## config.mk

```make
export PLATFORM = sky130hd
export DESIGN_NAME = rpac_record_path
export DESIGN_NICKNAME = d
export VERILOG_FILES = /design/src/design/rpac_pkg.sv /design/src/design/rpac_chan_if.sv /design/src/design/rpac_chan_proc.sv /design/src/design/rpac_pdm_capture.sv /design/src/design/rpac_record_path.sv
export SDC_FILE = /design/constraint.sdc
export NUM_CORES = 2
export LEC_CHECK = 0
export BUFFER_PORTS_ARGS = -buffer_cell sky130_fd_sc_hd__buf_2
export CORE_UTILIZATION = 45
export DETAILED_ROUTE_END_ITERATION = 7
export HOLD_SLACK_MARGIN = 0.12
export PLACE_DENSITY = 0.62
export SLEW_MARGIN = 10
export SYNTH_ARGS = -nofsm -noshare
export SYNTH_HDL_FRONTEND = slang
export SYNTH_SLANG_ARGS = --single-unit
```

## constraint.sdc

```tcl
create_clock -name clock -period 11.75 [get_ports clock]
set_input_delay 0 -clock clock [delete_from_list [all_inputs] [get_ports clock]]
set_output_delay 0 -clock clock [all_outputs]
set_load 0.01 [all_outputs]
```

## src/design/rpac_pkg.sv

```systemverilog
// constants, field layout and tables of the record path control block
// assumes a 40 MHz system clock and a single clock domain
package rpac_pkg;

	// ****************************************************************
	// widths
	// ****************************************************************
	localparam int SW     = 24;
	localparam int HW     = 26;
	localparam int APB_AW = 18;

	localparam logic signed [SW-1:0] SAMPLE_MAX = 24'h7FFFFF;
	localparam logic signed [SW-1:0] SAMPLE_MIN = 24'h800000;

	// ****************************************************************
	// register indices, byte address is four times the index
	// ****************************************************************
	localparam logic [15:0] IDX_ORDER  = 16'h4016;
	localparam logic [15:0] IDX_SLOT   = 16'h4018;
	localparam logic [15:0] IDX_CTRL   = 16'h4019;
	localparam logic [15:0] IDX_ATTL   = 16'h401A;
	localparam logic [15:0] IDX_ATTR   = 16'h401B;
	localparam logic [15:0] IDX_STATUS = 16'h40F0;

	// ****************************************************************
	// reset values and field positions
	// ****************************************************************
	localparam logic [1:0] SLOT_RST  = 2'h0;
	localparam logic [6:0] CTRL_RST  = 7'h00;
	localparam logic [7:0] ATT_RST   = 8'h00;
	localparam logic       ORDER_RST = 1'b0;

	localparam int ORDER_BIT = 4;
	localparam int CTRL_INV  = 6;
	localparam int CTRL_HPF  = 5;
	localparam int CTRL_PPOL = 4;
	localparam int CTRL_SWAP = 3;
	localparam int CTRL_DMIC = 2;
	localparam int CTRL_ENR  = 1;
	localparam int CTRL_ENL  = 0;

	// ****************************************************************
	// timing
	// ****************************************************************
	localparam int CLOCK_HZ    = 40_000_000;
	localparam int FS_HZ       = 48_000;
	localparam int DMIC_OSR    = 128;
	localparam int BCLK_HALF   = (CLOCK_HZ + 2 * DMIC_OSR * FS_HZ - 1) / (2 * DMIC_OSR * FS_HZ);
	localparam logic [2:0] BCLK_HALF_LAST = 3'(BCLK_HALF - 1);
	localparam logic [7:0] DMIC_LAST      = 8'(DMIC_OSR - 1);
	localparam logic [4:0] SAMPLE_BITS    = 5'h18;
	localparam logic [4:0] SAMPLE_MSB     = 5'h17;

	// ****************************************************************
	// filter and gain
	// ****************************************************************
	localparam int HPF_SHIFT = 12;
	localparam logic [SW-1:0] PDM_MID = 24'h400000;
	localparam logic [16:0] GAIN_MANT [16] = '{
		17'h08000, 17'h07A97, 17'h0756A, 17'h07075, 17'h06BB5, 17'h06728, 17'h062CD, 17'h05EA1,
		17'h05A9E, 17'h056CA, 17'h05320, 17'h04F9D, 17'h04C40, 17'h04908, 17'h045F2, 17'h042FE
	};

endpackage : rpac_pkg

```

## src/design/rpac_chan_if.sv

```systemverilog
// per channel carrier between the record path top and its sample processors
// assumes one clock domain on both ends
`timescale 1ns/10ps
`default_nettype none
interface rpac_chan_if;
	import rpac_pkg::*;
	logic signed [SW-1:0] sample;
	logic                 valid;
	logic                 invert;
	logic                 hpfEn;
	logic [7:0]           target;
	logic                 frameTick;
	logic signed [SW-1:0] result;
	logic                 resultValid;
	logic [7:0]           applied;
	modport proc (input sample, valid, invert, hpfEn, target, frameTick,
		output result, resultValid, applied);
	modport ctrl (output sample, valid, invert, hpfEn, target, frameTick,
		input result, resultValid, applied);
endinterface : rpac_chan_if
`default_nettype wire

```

## src/design/rpac_chan_proc.sv

```systemverilog
// one channel of the record path: polarity, high-pass and slewed attenuation
// assumes a frame tick once per audio frame and sample strobes from the same clock
`timescale 1ns/10ps
`default_nettype none
module rpac_chan_proc (
	// clock and reset
	input wire logic    clock,
	input wire logic    rst_n,
	// channel carrier
	rpac_chan_if.proc   ch
);
	import rpac_pkg::*;

	logic signed [SW-1:0]   prevIn_q;
	logic signed [HW-1:0]   hpfOut_q;
	logic signed [SW-1:0]   stage_q;
	logic                   stageValid_q;
	logic [7:0]             applied_q;
	logic signed [SW-1:0]   result_q;
	logic                   resultValid_q;

	// ****************************************************************
	// polarity and high-pass
	// ****************************************************************
	// the most negative code has no positive twin, so it clips
	wire signed [SW-1:0] polIn = !ch.invert ? ch.sample :
		(ch.sample == SAMPLE_MIN) ? SAMPLE_MAX : -ch.sample;
	// one pole dc blocker, pole tied to the sample rate so the corner tracks fs
	wire signed [HW-1:0] hpfNext = HW'(polIn) - HW'(prevIn_q) + hpfOut_q
		- (hpfOut_q >>> HPF_SHIFT);
	wire hpfPos = !hpfNext[HW-1] && (hpfNext[HW-2:SW-1] != 2'h0);
	wire hpfNeg = hpfNext[HW-1] && (hpfNext[HW-2:SW-1] != 2'h3);
	wire signed [SW-1:0] hpfSat = hpfPos ? SAMPLE_MAX : hpfNeg ? SAMPLE_MIN : hpfNext[SW-1:0];
	wire signed [SW-1:0] stageIn = ch.hpfEn ? hpfSat : polIn;

	// ****************************************************************
	// attenuation: mantissa table times an octave shift
	// ****************************************************************
	wire [16:0] mant = GAIN_MANT[applied_q[3:0]];
	wire signed [SW+17:0] prod = stage_q * $signed({1'b0, mant});
	wire signed [SW+17:0] scaled = prod >>> (5'h0F + {1'b0, applied_q[7:4]});

	always_ff @(posedge clock) begin
		if (!rst_n) begin
			prevIn_q <= '0;
			hpfOut_q <= '0;
			stage_q <= '0;
			stageValid_q <= 1'b0;
			result_q <= '0;
			resultValid_q <= 1'b0;
		end else begin
			stageValid_q <= ch.valid;
			resultValid_q <= stageValid_q;
			if (ch.valid) begin
				stage_q <= stageIn;
				prevIn_q <= ch.hpfEn ? polIn : '0;
				hpfOut_q <= ch.hpfEn ? hpfNext : '0;
			end
			if (stageValid_q) begin
				result_q <= scaled[SW-1:0];
			end
		end
	end

	// one step per frame toward the target, never a jump
	always_ff @(posedge clock) begin
		if (!rst_n) begin
			applied_q <= ATT_RST;
		end else if (ch.frameTick && applied_q < ch.target) begin
			applied_q <= applied_q + 8'h01;
		end else if (ch.frameTick && applied_q > ch.target) begin
			applied_q <= applied_q - 8'h01;
		end
	end

	assign ch.result = result_q;
	assign ch.resultValid = resultValid_q;
	assign ch.applied = applied_q;
endmodule : rpac_chan_proc
`default_nettype wire

```

## src/design/rpac_pdm_capture.sv

```systemverilog
// stereo pdm capture with pulse counting decimation over one frame
// assumes the data bit is already synchronised and edges come as one-cycle strobes
`timescale 1ns/10ps
`default_nettype none
module rpac_pdm_capture (
	// clock and reset
	input wire logic                       clock,
	input wire logic                       rst_n,
	// bit stream
	input wire logic                       pdmBit,
	input wire logic                       bitRise,
	input wire logic                       bitFall,
	input wire logic                       frameTick,
	// configuration
	input wire logic                       polarity,
	input wire logic                       swap,
	// decimated samples
	output logic signed [rpac_pkg::SW-1:0] leftSample,
	output logic signed [rpac_pkg::SW-1:0] rightSample,
	output logic                           sampleValid
);
	import rpac_pkg::*;

	logic [7:0] leftCnt_q;
	logic [7:0] rightCnt_q;

	wire pulse     = polarity ? pdmBit : ~pdmBit;
	wire leftEdge  = swap ? bitFall : bitRise;
	wire rightEdge = swap ? bitRise : bitFall;

	// a boxcar over one frame is crude but needs no multiplier
	always_ff @(posedge clock) begin
		if (!rst_n) begin
			leftCnt_q <= 8'h00;
			rightCnt_q <= 8'h00;
			leftSample <= '0;
			rightSample <= '0;
			sampleValid <= 1'b0;
		end else begin
			sampleValid <= frameTick;
			if (frameTick) begin
				leftSample <= $signed({leftCnt_q, 16'h0000} - PDM_MID);
				rightSample <= $signed({rightCnt_q, 16'h0000} - PDM_MID);
				leftCnt_q <= 8'h00;
				rightCnt_q <= 8'h00;
			end else begin
				if (leftEdge && pulse) begin
					leftCnt_q <= leftCnt_q + 8'h01;
				end
				if (rightEdge && pulse) begin
					rightCnt_q <= rightCnt_q + 8'h01;
				end
			end
		end
	end
endmodule : rpac_pdm_capture
`default_nettype wire

```

## src/design/rpac_record_path.sv

```systemverilog
// record path control top: apb registers, source select, tdm serializer
// assumes apb on the system clock; bit and frame clocks arrive asynchronously
//
// What this block does
// - slot code picks which TDM pair carries record
// - order bit puts left or right first
// - invert bit negates record samples
// - optional high-pass with corner tracking sample rate
// - pdm polarity picks which level is pulse
// - left on rising edge, swap exchanges edges
// - digital mic: ADCs off, bit clock driven
// - two enable bits switch ADC channels individually
// - 256-step 0.375 dB log attenuator per channel
// - attenuation slews one step per frame
// - independent attenuators reset to 0 dB
`timescale 1ns/10ps
`default_nettype none
module rpac_record_path (
	// clock and reset
	input wire logic                            clock,
	input wire logic                            rst_n,
	// apb slave
	input wire logic [rpac_pkg::APB_AW-1:0]     paddr,
	input wire logic                            psel,
	input wire logic                            penable,
	input wire logic                            pwrite,
	input wire logic [31:0]                     pwdata,
	output logic [31:0]                         prdata,
	output logic                                pready,
	output logic                                pslverr,
	// on-chip converters
	input wire logic signed [rpac_pkg::SW-1:0]  adcLeft,
	input wire logic signed [rpac_pkg::SW-1:0]  adcRight,
	input wire logic                            adcValid,
	output logic                                adcPowerLeft,
	output logic                                adcPowerRight,
	// serial audio port pins
	input wire logic                            bitClockIn,
	output logic                                bitClockOut,
	output logic                                bitClockOe,
	input wire logic                            frameClockIn,
	input wire logic                            recordSerialDataIn,
	output logic                                recordSerialDataOut,
	output logic                                recordSerialDataOe,
	// processed record samples
	output logic signed [rpac_pkg::SW-1:0]      recLeft,
	output logic signed [rpac_pkg::SW-1:0]      recRight,
	output logic                                recValid
);
	import rpac_pkg::*;

	// ****************************************************************
	// registers
	// ****************************************************************
	logic [1:0]  slotSel_q;
	logic [6:0]  ctrl_q;
	logic [7:0]  attL_q;
	logic [7:0]  attR_q;
	logic        order_q;
	logic        pready_q;
	logic        pslverr_q;
	logic [31:0] prdata_q;

	wire        setup   = psel && !penable;
	wire [15:0] regIdx  = paddr[APB_AW-1:2];
	wire        aligned = (paddr[1:0] == 2'h0);
	wire        hitOrd  = aligned && (regIdx == IDX_ORDER);
	wire        hitSlot = aligned && (regIdx == IDX_SLOT);
	wire        hitCtrl = aligned && (regIdx == IDX_CTRL);
	wire        hitAttL = aligned && (regIdx == IDX_ATTL);
	wire        hitAttR = aligned && (regIdx == IDX_ATTR);
	wire        hitStat = aligned && (regIdx == IDX_STATUS);
	wire        mapped  = hitOrd || hitSlot || hitCtrl || hitAttL || hitAttR || hitStat;
	wire        wrEn    = psel && penable && pready_q && pwrite && mapped;
	wire [7:0]  appliedL;
	wire [7:0]  appliedR;
	wire [31:0] rdValue = hitOrd  ? {27'h0000000, order_q, 4'h0} :
		hitSlot ? {30'h00000000, slotSel_q} :
		hitCtrl ? {25'h0000000, ctrl_q} :
		hitAttL ? {24'h000000, attL_q} :
		hitAttR ? {24'h000000, attR_q} :
		hitStat ? {16'h0000, appliedR, appliedL} : 32'h00000000;

	// answer in the cycle after setup; reserved bits read as zero
	always_ff @(posedge clock) begin
		if (!rst_n) begin
			pready_q <= 1'b0;
			pslverr_q <= 1'b0;
			prdata_q <= 32'h00000000;
		end else begin
			pready_q <= setup;
			pslverr_q <= setup && !mapped;
			prdata_q <= (setup && !pwrite) ? rdValue : prdata_q;
		end
	end

	always_ff @(posedge clock) begin
		if (!rst_n) begin
			slotSel_q <= SLOT_RST;
			ctrl_q <= CTRL_RST;
			attL_q <= ATT_RST;
			attR_q <= ATT_RST;
			order_q <= ORDER_RST;
		end else if (wrEn) begin
			slotSel_q <= hitSlot ? pwdata[1:0] : slotSel_q;
			ctrl_q <= hitCtrl ? pwdata[6:0] : ctrl_q;
			attL_q <= hitAttL ? pwdata[7:0] : attL_q;
			attR_q <= hitAttR ? pwdata[7:0] : attR_q;
			order_q <= hitOrd ? pwdata[ORDER_BIT] : order_q;
		end
	end

	wire dmic = ctrl_q[CTRL_DMIC];

	// ****************************************************************
	// pin synchronisers and bit clock
	// ****************************************************************
	logic [1:0] bclkSync_q;
	logic [1:0] lrSync_q;
	logic [1:0] rsdSync_q;
	logic       bclkPrev_q;
	logic       lrPrev_q;
	logic [2:0] div_q;
	logic       bclkGen_q;
	logic       bclkOe_q;

	always_ff @(posedge clock) begin
		if (!rst_n) begin
			bclkSync_q <= 2'h0;
			lrSync_q <= 2'h0;
			rsdSync_q <= 2'h0;
			bclkPrev_q <= 1'b0;
			lrPrev_q <= 1'b0;
		end else begin
			bclkSync_q <= {bclkSync_q[0], bitClockIn};
			lrSync_q <= {lrSync_q[0], frameClockIn};
			rsdSync_q <= {rsdSync_q[0], recordSerialDataIn};
			bclkPrev_q <= bclkSync_q[1];
			lrPrev_q <= lrSync_q[1];
		end
	end

	// integer divider rounds up, so the mic clock never exceeds its target rate
	wire divWrap = (div_q == BCLK_HALF_LAST);
	always_ff @(posedge clock) begin
		if (!rst_n || !dmic) begin
			div_q <= 3'h0;
			bclkGen_q <= 1'b0;
		end else if (divWrap) begin
			div_q <= 3'h0;
			bclkGen_q <= ~bclkGen_q;
		end else begin
			div_q <= div_q + 3'h1;
		end
	end

	always_ff @(posedge clock) begin
		if (!rst_n) begin
			bclkOe_q <= 1'b0;
		end else begin
			bclkOe_q <= dmic;
		end
	end

	wire bitRise = dmic ? (divWrap && !bclkGen_q) : (bclkSync_q[1] && !bclkPrev_q);
	wire bitFall = dmic ? (divWrap && bclkGen_q) : (!bclkSync_q[1] && bclkPrev_q);

	// ****************************************************************
	// frame timing
	// ****************************************************************
	logic [7:0] bitCnt_q;
	wire frameTick = dmic ? (bitFall && bitCnt_q == DMIC_LAST) : (lrSync_q[1] && !lrPrev_q);

	always_ff @(posedge clock) begin
		if (!rst_n || frameTick) begin
			bitCnt_q <= 8'h00;
		end else if (bitFall) begin
			bitCnt_q <= bitCnt_q + 8'h01;
		end
	end

	// ****************************************************************
	// source select and channel processing
	// ****************************************************************
	logic signed [SW-1:0] pdmLeft;
	logic signed [SW-1:0] pdmRight;
	logic                 pdmValid;

	rpac_pdm_capture u_pdm (
		.clock       (clock),
		.rst_n       (rst_n),
		.pdmBit      (rsdSync_q[1]),
		.bitRise     (bitRise),
		.bitFall     (bitFall),
		.frameTick   (frameTick && dmic),
		.polarity    (ctrl_q[CTRL_PPOL]),
		.swap        (ctrl_q[CTRL_SWAP]),
		.leftSample  (pdmLeft),
		.rightSample (pdmRight),
		.sampleValid (pdmValid)
	);

	wire signed [SW-1:0] adcIn [2];
	wire signed [SW-1:0] pdmIn [2];
	wire [7:0]           attIn [2];
	wire [1:0]           enIn = {ctrl_q[CTRL_ENR], ctrl_q[CTRL_ENL]};
	wire signed [SW-1:0] resultOut [2];
	wire [7:0]           appliedOut [2];
	wire                 resultValidL;

	assign adcIn[0] = adcLeft;
	assign adcIn[1] = adcRight;
	assign pdmIn[0] = pdmLeft;
	assign pdmIn[1] = pdmRight;
	assign attIn[0] = attL_q;
	assign attIn[1] = attR_q;

	for (genvar c = 0; c < 2; c++) begin : g_chan
		rpac_chan_if chIf ();
		// an ADC channel that is switched off feeds silence
		assign chIf.sample = dmic ? pdmIn[c] : (enIn[c] ? adcIn[c] : '0);
		assign chIf.valid = dmic ? pdmValid : adcValid;
		assign chIf.invert = ctrl_q[CTRL_INV];
		assign chIf.hpfEn = ctrl_q[CTRL_HPF];
		assign chIf.target = attIn[c];
		assign chIf.frameTick = frameTick;
		assign resultOut[c] = chIf.result;
		assign appliedOut[c] = chIf.applied;
		rpac_chan_proc u_proc (
			.clock (clock),
			.rst_n (rst_n),
			.ch    (chIf.proc)
		);
	end

	assign appliedL = appliedOut[0];
	assign appliedR = appliedOut[1];
	assign resultValidL = g_chan[0].chIf.resultValid;

	// ****************************************************************
	// tdm serializer and outputs
	// ****************************************************************
	logic signed [SW-1:0] recLeft_q;
	logic signed [SW-1:0] recRight_q;
	logic                 recValid_q;
	logic [SW-1:0]        txL_q;
	logic [SW-1:0]        txR_q;
	logic                 rsdOut_q;
	logic                 rsdOe_q;
	logic                 powerL_q;
	logic                 powerR_q;

	wire [4:0]    bitPos  = bitCnt_q[4:0];
	wire          inPair  = !dmic && (bitCnt_q[7:6] == slotSel_q) && (bitPos < SAMPLE_BITS);
	wire          chanSel = bitCnt_q[5] ^ order_q;
	wire [SW-1:0] txWord  = chanSel ? txR_q : txL_q;
	wire          txBit   = txWord[SAMPLE_MSB - bitPos];

	always_ff @(posedge clock) begin
		if (!rst_n) begin
			recLeft_q <= '0;
			recRight_q <= '0;
			recValid_q <= 1'b0;
			txL_q <= '0;
			txR_q <= '0;
			rsdOut_q <= 1'b0;
			rsdOe_q <= 1'b0;
			powerL_q <= 1'b0;
			powerR_q <= 1'b0;
		end else begin
			recValid_q <= resultValidL;
			recLeft_q <= resultValidL ? resultOut[0] : recLeft_q;
			recRight_q <= resultValidL ? resultOut[1] : recRight_q;
			// words are latched once per frame so a slot never mixes two samples
			txL_q <= frameTick ? recLeft_q : txL_q;
			txR_q <= frameTick ? recRight_q : txR_q;
			rsdOut_q <= dmic ? 1'b0 : (bitFall ? (inPair && txBit) : rsdOut_q);
			rsdOe_q <= dmic ? 1'b0 : (bitFall ? inPair : rsdOe_q);
			powerL_q <= !dmic && ctrl_q[CTRL_ENL];
			powerR_q <= !dmic && ctrl_q[CTRL_ENR];
		end
	end

	assign prdata = prdata_q;
	assign pready = pready_q;
	assign pslverr = pslverr_q;
	assign adcPowerLeft = powerL_q;
	assign adcPowerRight = powerR_q;
	assign bitClockOut = bclkGen_q;
	assign bitClockOe = bclkOe_q;
	assign recordSerialDataOut = rsdOut_q;
	assign recordSerialDataOe = rsdOe_q;
	assign recLeft = recLeft_q;
	assign recRight = recRight_q;
	assign recValid = recValid_q;
endmodule : rpac_record_path
`default_nettype wire

```

==> results.md <==
- Top Ports: 196
- CP dominant cell by count: fa_1
- Setup CP Type: reg2reg
- Htree depth: 2
- Vias in the first global route: 48,900
- Die ar.: 130,000 µm²
- Lkg Pwr: 27.5 nW
- Die Width: 360 µm
- CTS tree: yes
- R2R Path End: g_chan[0].u_proc.ch.result[5]$_SDFFE_PN0P_
- Critical path startpoint: g_chan[0].u_proc.ch.applied[0]$_SDFFE_PN0P_
- Synth Register Bits: 413
- Number of flops mapped to enable cells by yosys: 0
- Routed length per instance: 19.8 µm
- Synth cell types: 110
- Nets: 8,153
- Fraction of layout cells with a size suffix above 1: 0.0753
- Startpoint types: flop
- Routed wire length: 170,000 µm
- Setup-failing EPs final: 0
- Clock net sink count: 413
- CTS Buf Count: 43
- Async SR Flop Fraction: 0
- P per Cell Area: 189 nW/µm²
- Setup Fix Bufs, Post-CTS: 0
- Core region area: 126,000 µm²
- Worst path buffer plus inverter count: 5
- Worst-Margin Slew: 1200 ps
- Clock buffer depth: 3
- Outcome: finished clean
- DR pass1 iterations: 6
- FF-to-FF path depth: 28
- Post-Syn Area: 57,700 µm²
- Area growth syn-to-layout: 7.46%
- Die Ht: 360 µm
- Final slew viol count: 0
- Global placement routability congestion: 0.942
- Avg Vias per Cell: 5.62
- Synth Instances: 6,910
- Remaining global-route overflow: 0
- Remaining DRCs: 0
- Sequential-to-total area share from yosys stat: 0.143
- Hold Startpoint: adcValid
- CP peak stage delay: 850 ps
- Final hold vios: 0
- Fin crit period: 10,130 ps
- Peak Freq: 98.7 MHz
- Initial core utilization: 0.456
- Most frequent cells in the layout: inv_1, nand2_1, fa_1
- Clk slew on worst S/H paths: 70 ps
- Max-Cap Viols: 0
- Slew headroom: 0.203
- R2r setup slk: 1620 ps
- Setup crit end kind: flop
- CP Depth: 28
- Hold Crit Class: in2reg
- Worst hold slack: 183 ps
- Crit path to: g_chan[0].u_proc.ch.result[5]$_SDFFE_PN0P_
- Clock latency on the worst-skew pair: 630 ps
- Worst Path Arrival: 10,680 ps
- Slowest CP cell: ha_1
- Antenna viol nets, final: 0
- Initial antenna violation count: 19
- Num rows: 130
- Top_reg_cell synth: dfxtp_1
- DR vias: 48,200
- Yosys warnings: 0
- DP Wirelength: 134,000 µm
- Peak supply drop: 220 µV
- Setup TNS: 0 ps
- Final Cycle Share: 0.862
- Pin count of the biggest net entering global routing: 147
- Clock skew: 37.2 ps
- CTS resizes: 0
- Layout fillers: 12,200
- Root buf cell: clkbuf_16
- IO buf count: 155
- Initial DRC Count: 3,611
- Syn avg cell area: 8.34 µm²
- Critical Path RT: 12,300 ps
- Gr usage total: 0.264
- Top delay family on crit path: adder cells
- RSZ-0062 raised after global routing: no
- Reg2Reg Launch Point: g_chan[0].u_proc.ch.applied[0]$_SDFFE_PN0P_
- Most common cell after layout, fill and taps aside: inv_1
- Critical path peak fanout: 25
- First-pass GRT wire length: 273,000 µm
-- final cells by class --
cell class                 count  area (µm²)  share of cell area
antenna                        6        15.0            0.000242
clock buffer                  59        1220              0.0196
clock inverter                19         307             0.00495
inverter                    1143        4300              0.0694
multi-input combinational   4971       43600               0.704
sequential                   413        8280               0.134
tap                         1650        2060              0.0333
timing repair buffer         316        2150              0.0346
-- worst min path at each step --
stage	endpoint	slack (ps)	cells past startpoint
4_1_cts	g_chan[1].u_proc.prevIn_q[9]$_SDFFE_PN0P_	120	7
5_1_grt	g_chan[1].u_proc.prevIn_q[7]$_SDFFE_PN0P_	190	6
6_report	g_chan[0].u_proc.hpfOut_q[1]$_SDFFE_PN0P_	180	5
3_3_place_gp	bclkSync_q[0]$_SDFF_PN0_	220	2
2_1_floorplan	pready$_SDFF_PN0_	80	1
3_5_place_dp	rsdSync_q[0]$_SDFF_PN0_	220	2
-- logic make-up (layout without fill, tap and decap cells) --
| group | after synthesis | after routing | share of synthesized area |
|---|---|---|---|
| xor+xnor | 165 | 165 | 0.0252 |
| fa+ha+maj | 1158 | 1158 | 0.362 |
| mux | 244 | 244 | 0.0495 |
| flops | 413 | 413 | 0.143 |
| compound gates | 1282 | 1282 | 0.147 |
| other cells | 1 | 22 | 0.0000650 |
| simple gates | 2106 | 2106 | 0.168 |
| buf+inv | 1541 | 1537 | 0.104 |
-- layer usage --
metal  part of all wire  global-route usage
met1               0.44               0.361
met2               0.46               0.435
met5                  0                   0
met3              0.066              0.0296
met4              0.032              0.0835
-- cells in the mapped netlist, types with 18 or more instances --
master | count | area [µm²]
inv_1 | 1139 | 4280
a21oi_1 | 369 | 1850
nand2_1 | 884 | 3320
or3_1 | 30 | 188
o31ai_1 | 24 | 180
nand4_1 | 29 | 181
o21ai_0 | 241 | 1210
a22oi_1 | 100 | 751
nand3_1 | 87 | 435
clkbuf_1 | 345 | 1290
o211ai_1 | 40 | 300
a21o_1 | 89 | 668
nand2b_1 | 35 | 219
o21a_1 | 29 | 218
nor2_1 | 471 | 1770
o221ai_1 | 51 | 447
o21bai_1 | 25 | 188
nor3_1 | 65 | 325
nor2b_1 | 21 | 131
and2_1 | 305 | 1910
ha_1 | 304 | 3800
nor4_1 | 18 | 113
a31oi_1 | 37 | 231
a21oi_2 | 22 | 193
xor2_1 | 63 | 552
xnor2_1 | 101 | 885
mux4_2 | 30 | 676
mux2i_1 | 187 | 1870
fa_1 | 854 | 17100
dfxtp_1 | 413 | 8270
and3_1 | 72 | 450
nand2_2 | 20 | 125
mux2_2 | 27 | 304
a211oi_1 | 40 | 300
-- sequential cells by signal (all words and copies together), names as in the netlist, 16 cells and up --
signal / cells
g_chan.u_proc.hpfOut_q: 52
g_chan.u_proc.ch.result: 48
g_chan.u_proc.prevIn_q: 48
g_chan.u_proc.stage_q: 48
recLeft: 24
recRight: 24
txL_q: 24
txR_q: 24
g_chan.u_proc.ch.applied: 16
prdata: 16
-- metrics by stage --
step | setup slack [ps] | instances | cell area [µm²] | utilization | total power, mW
CTS | 1700 | 8571 | 61900 | 0.490 | 11.6
finish | 1620 | 8577 | 62000 | 0.490 | 11.7
global placement | 1860 | 8434 | 59800 | 0.473 | 9.96
global route | 992 | 8575 | 62000 | 0.490 | 12.6
floorplan | 3420 | 6925 | 57700 | - | 7.43
detailed placement | 1700 | 8434 | 59800 | 0.473 | 10.0
-- report_power, final --
group          leakage (nW)  internal, mW  switching [mW]  total, mW
clock                 0.739         0.870           0.651       1.52
combinational          23.4          2.88            5.61       8.49
sequential             3.34          1.49           0.178       1.67
-- worst reg2reg max path, delay by kind of cell (launching register included) --
| kind | cells | cell delay [ps] |
|---|---|---|
| AOI/OAI and AO/OA | 12 | 3850 |
| buffers and inverters | 5 | 830 |
| muxes | 1 | 400 |
| DFF | 1 | 490 |
| and+or+nand+nor | 2 | 220 |
| adders and majority gates | 8 | 4290 |
-- timing repair --
item / in CTS / in global routing
setup endpoints to repair: 0 / 0
hold endpoints to repair: 121 / 0
hold buffers: 59 / 0
Power figures use the tool's default switching activity.
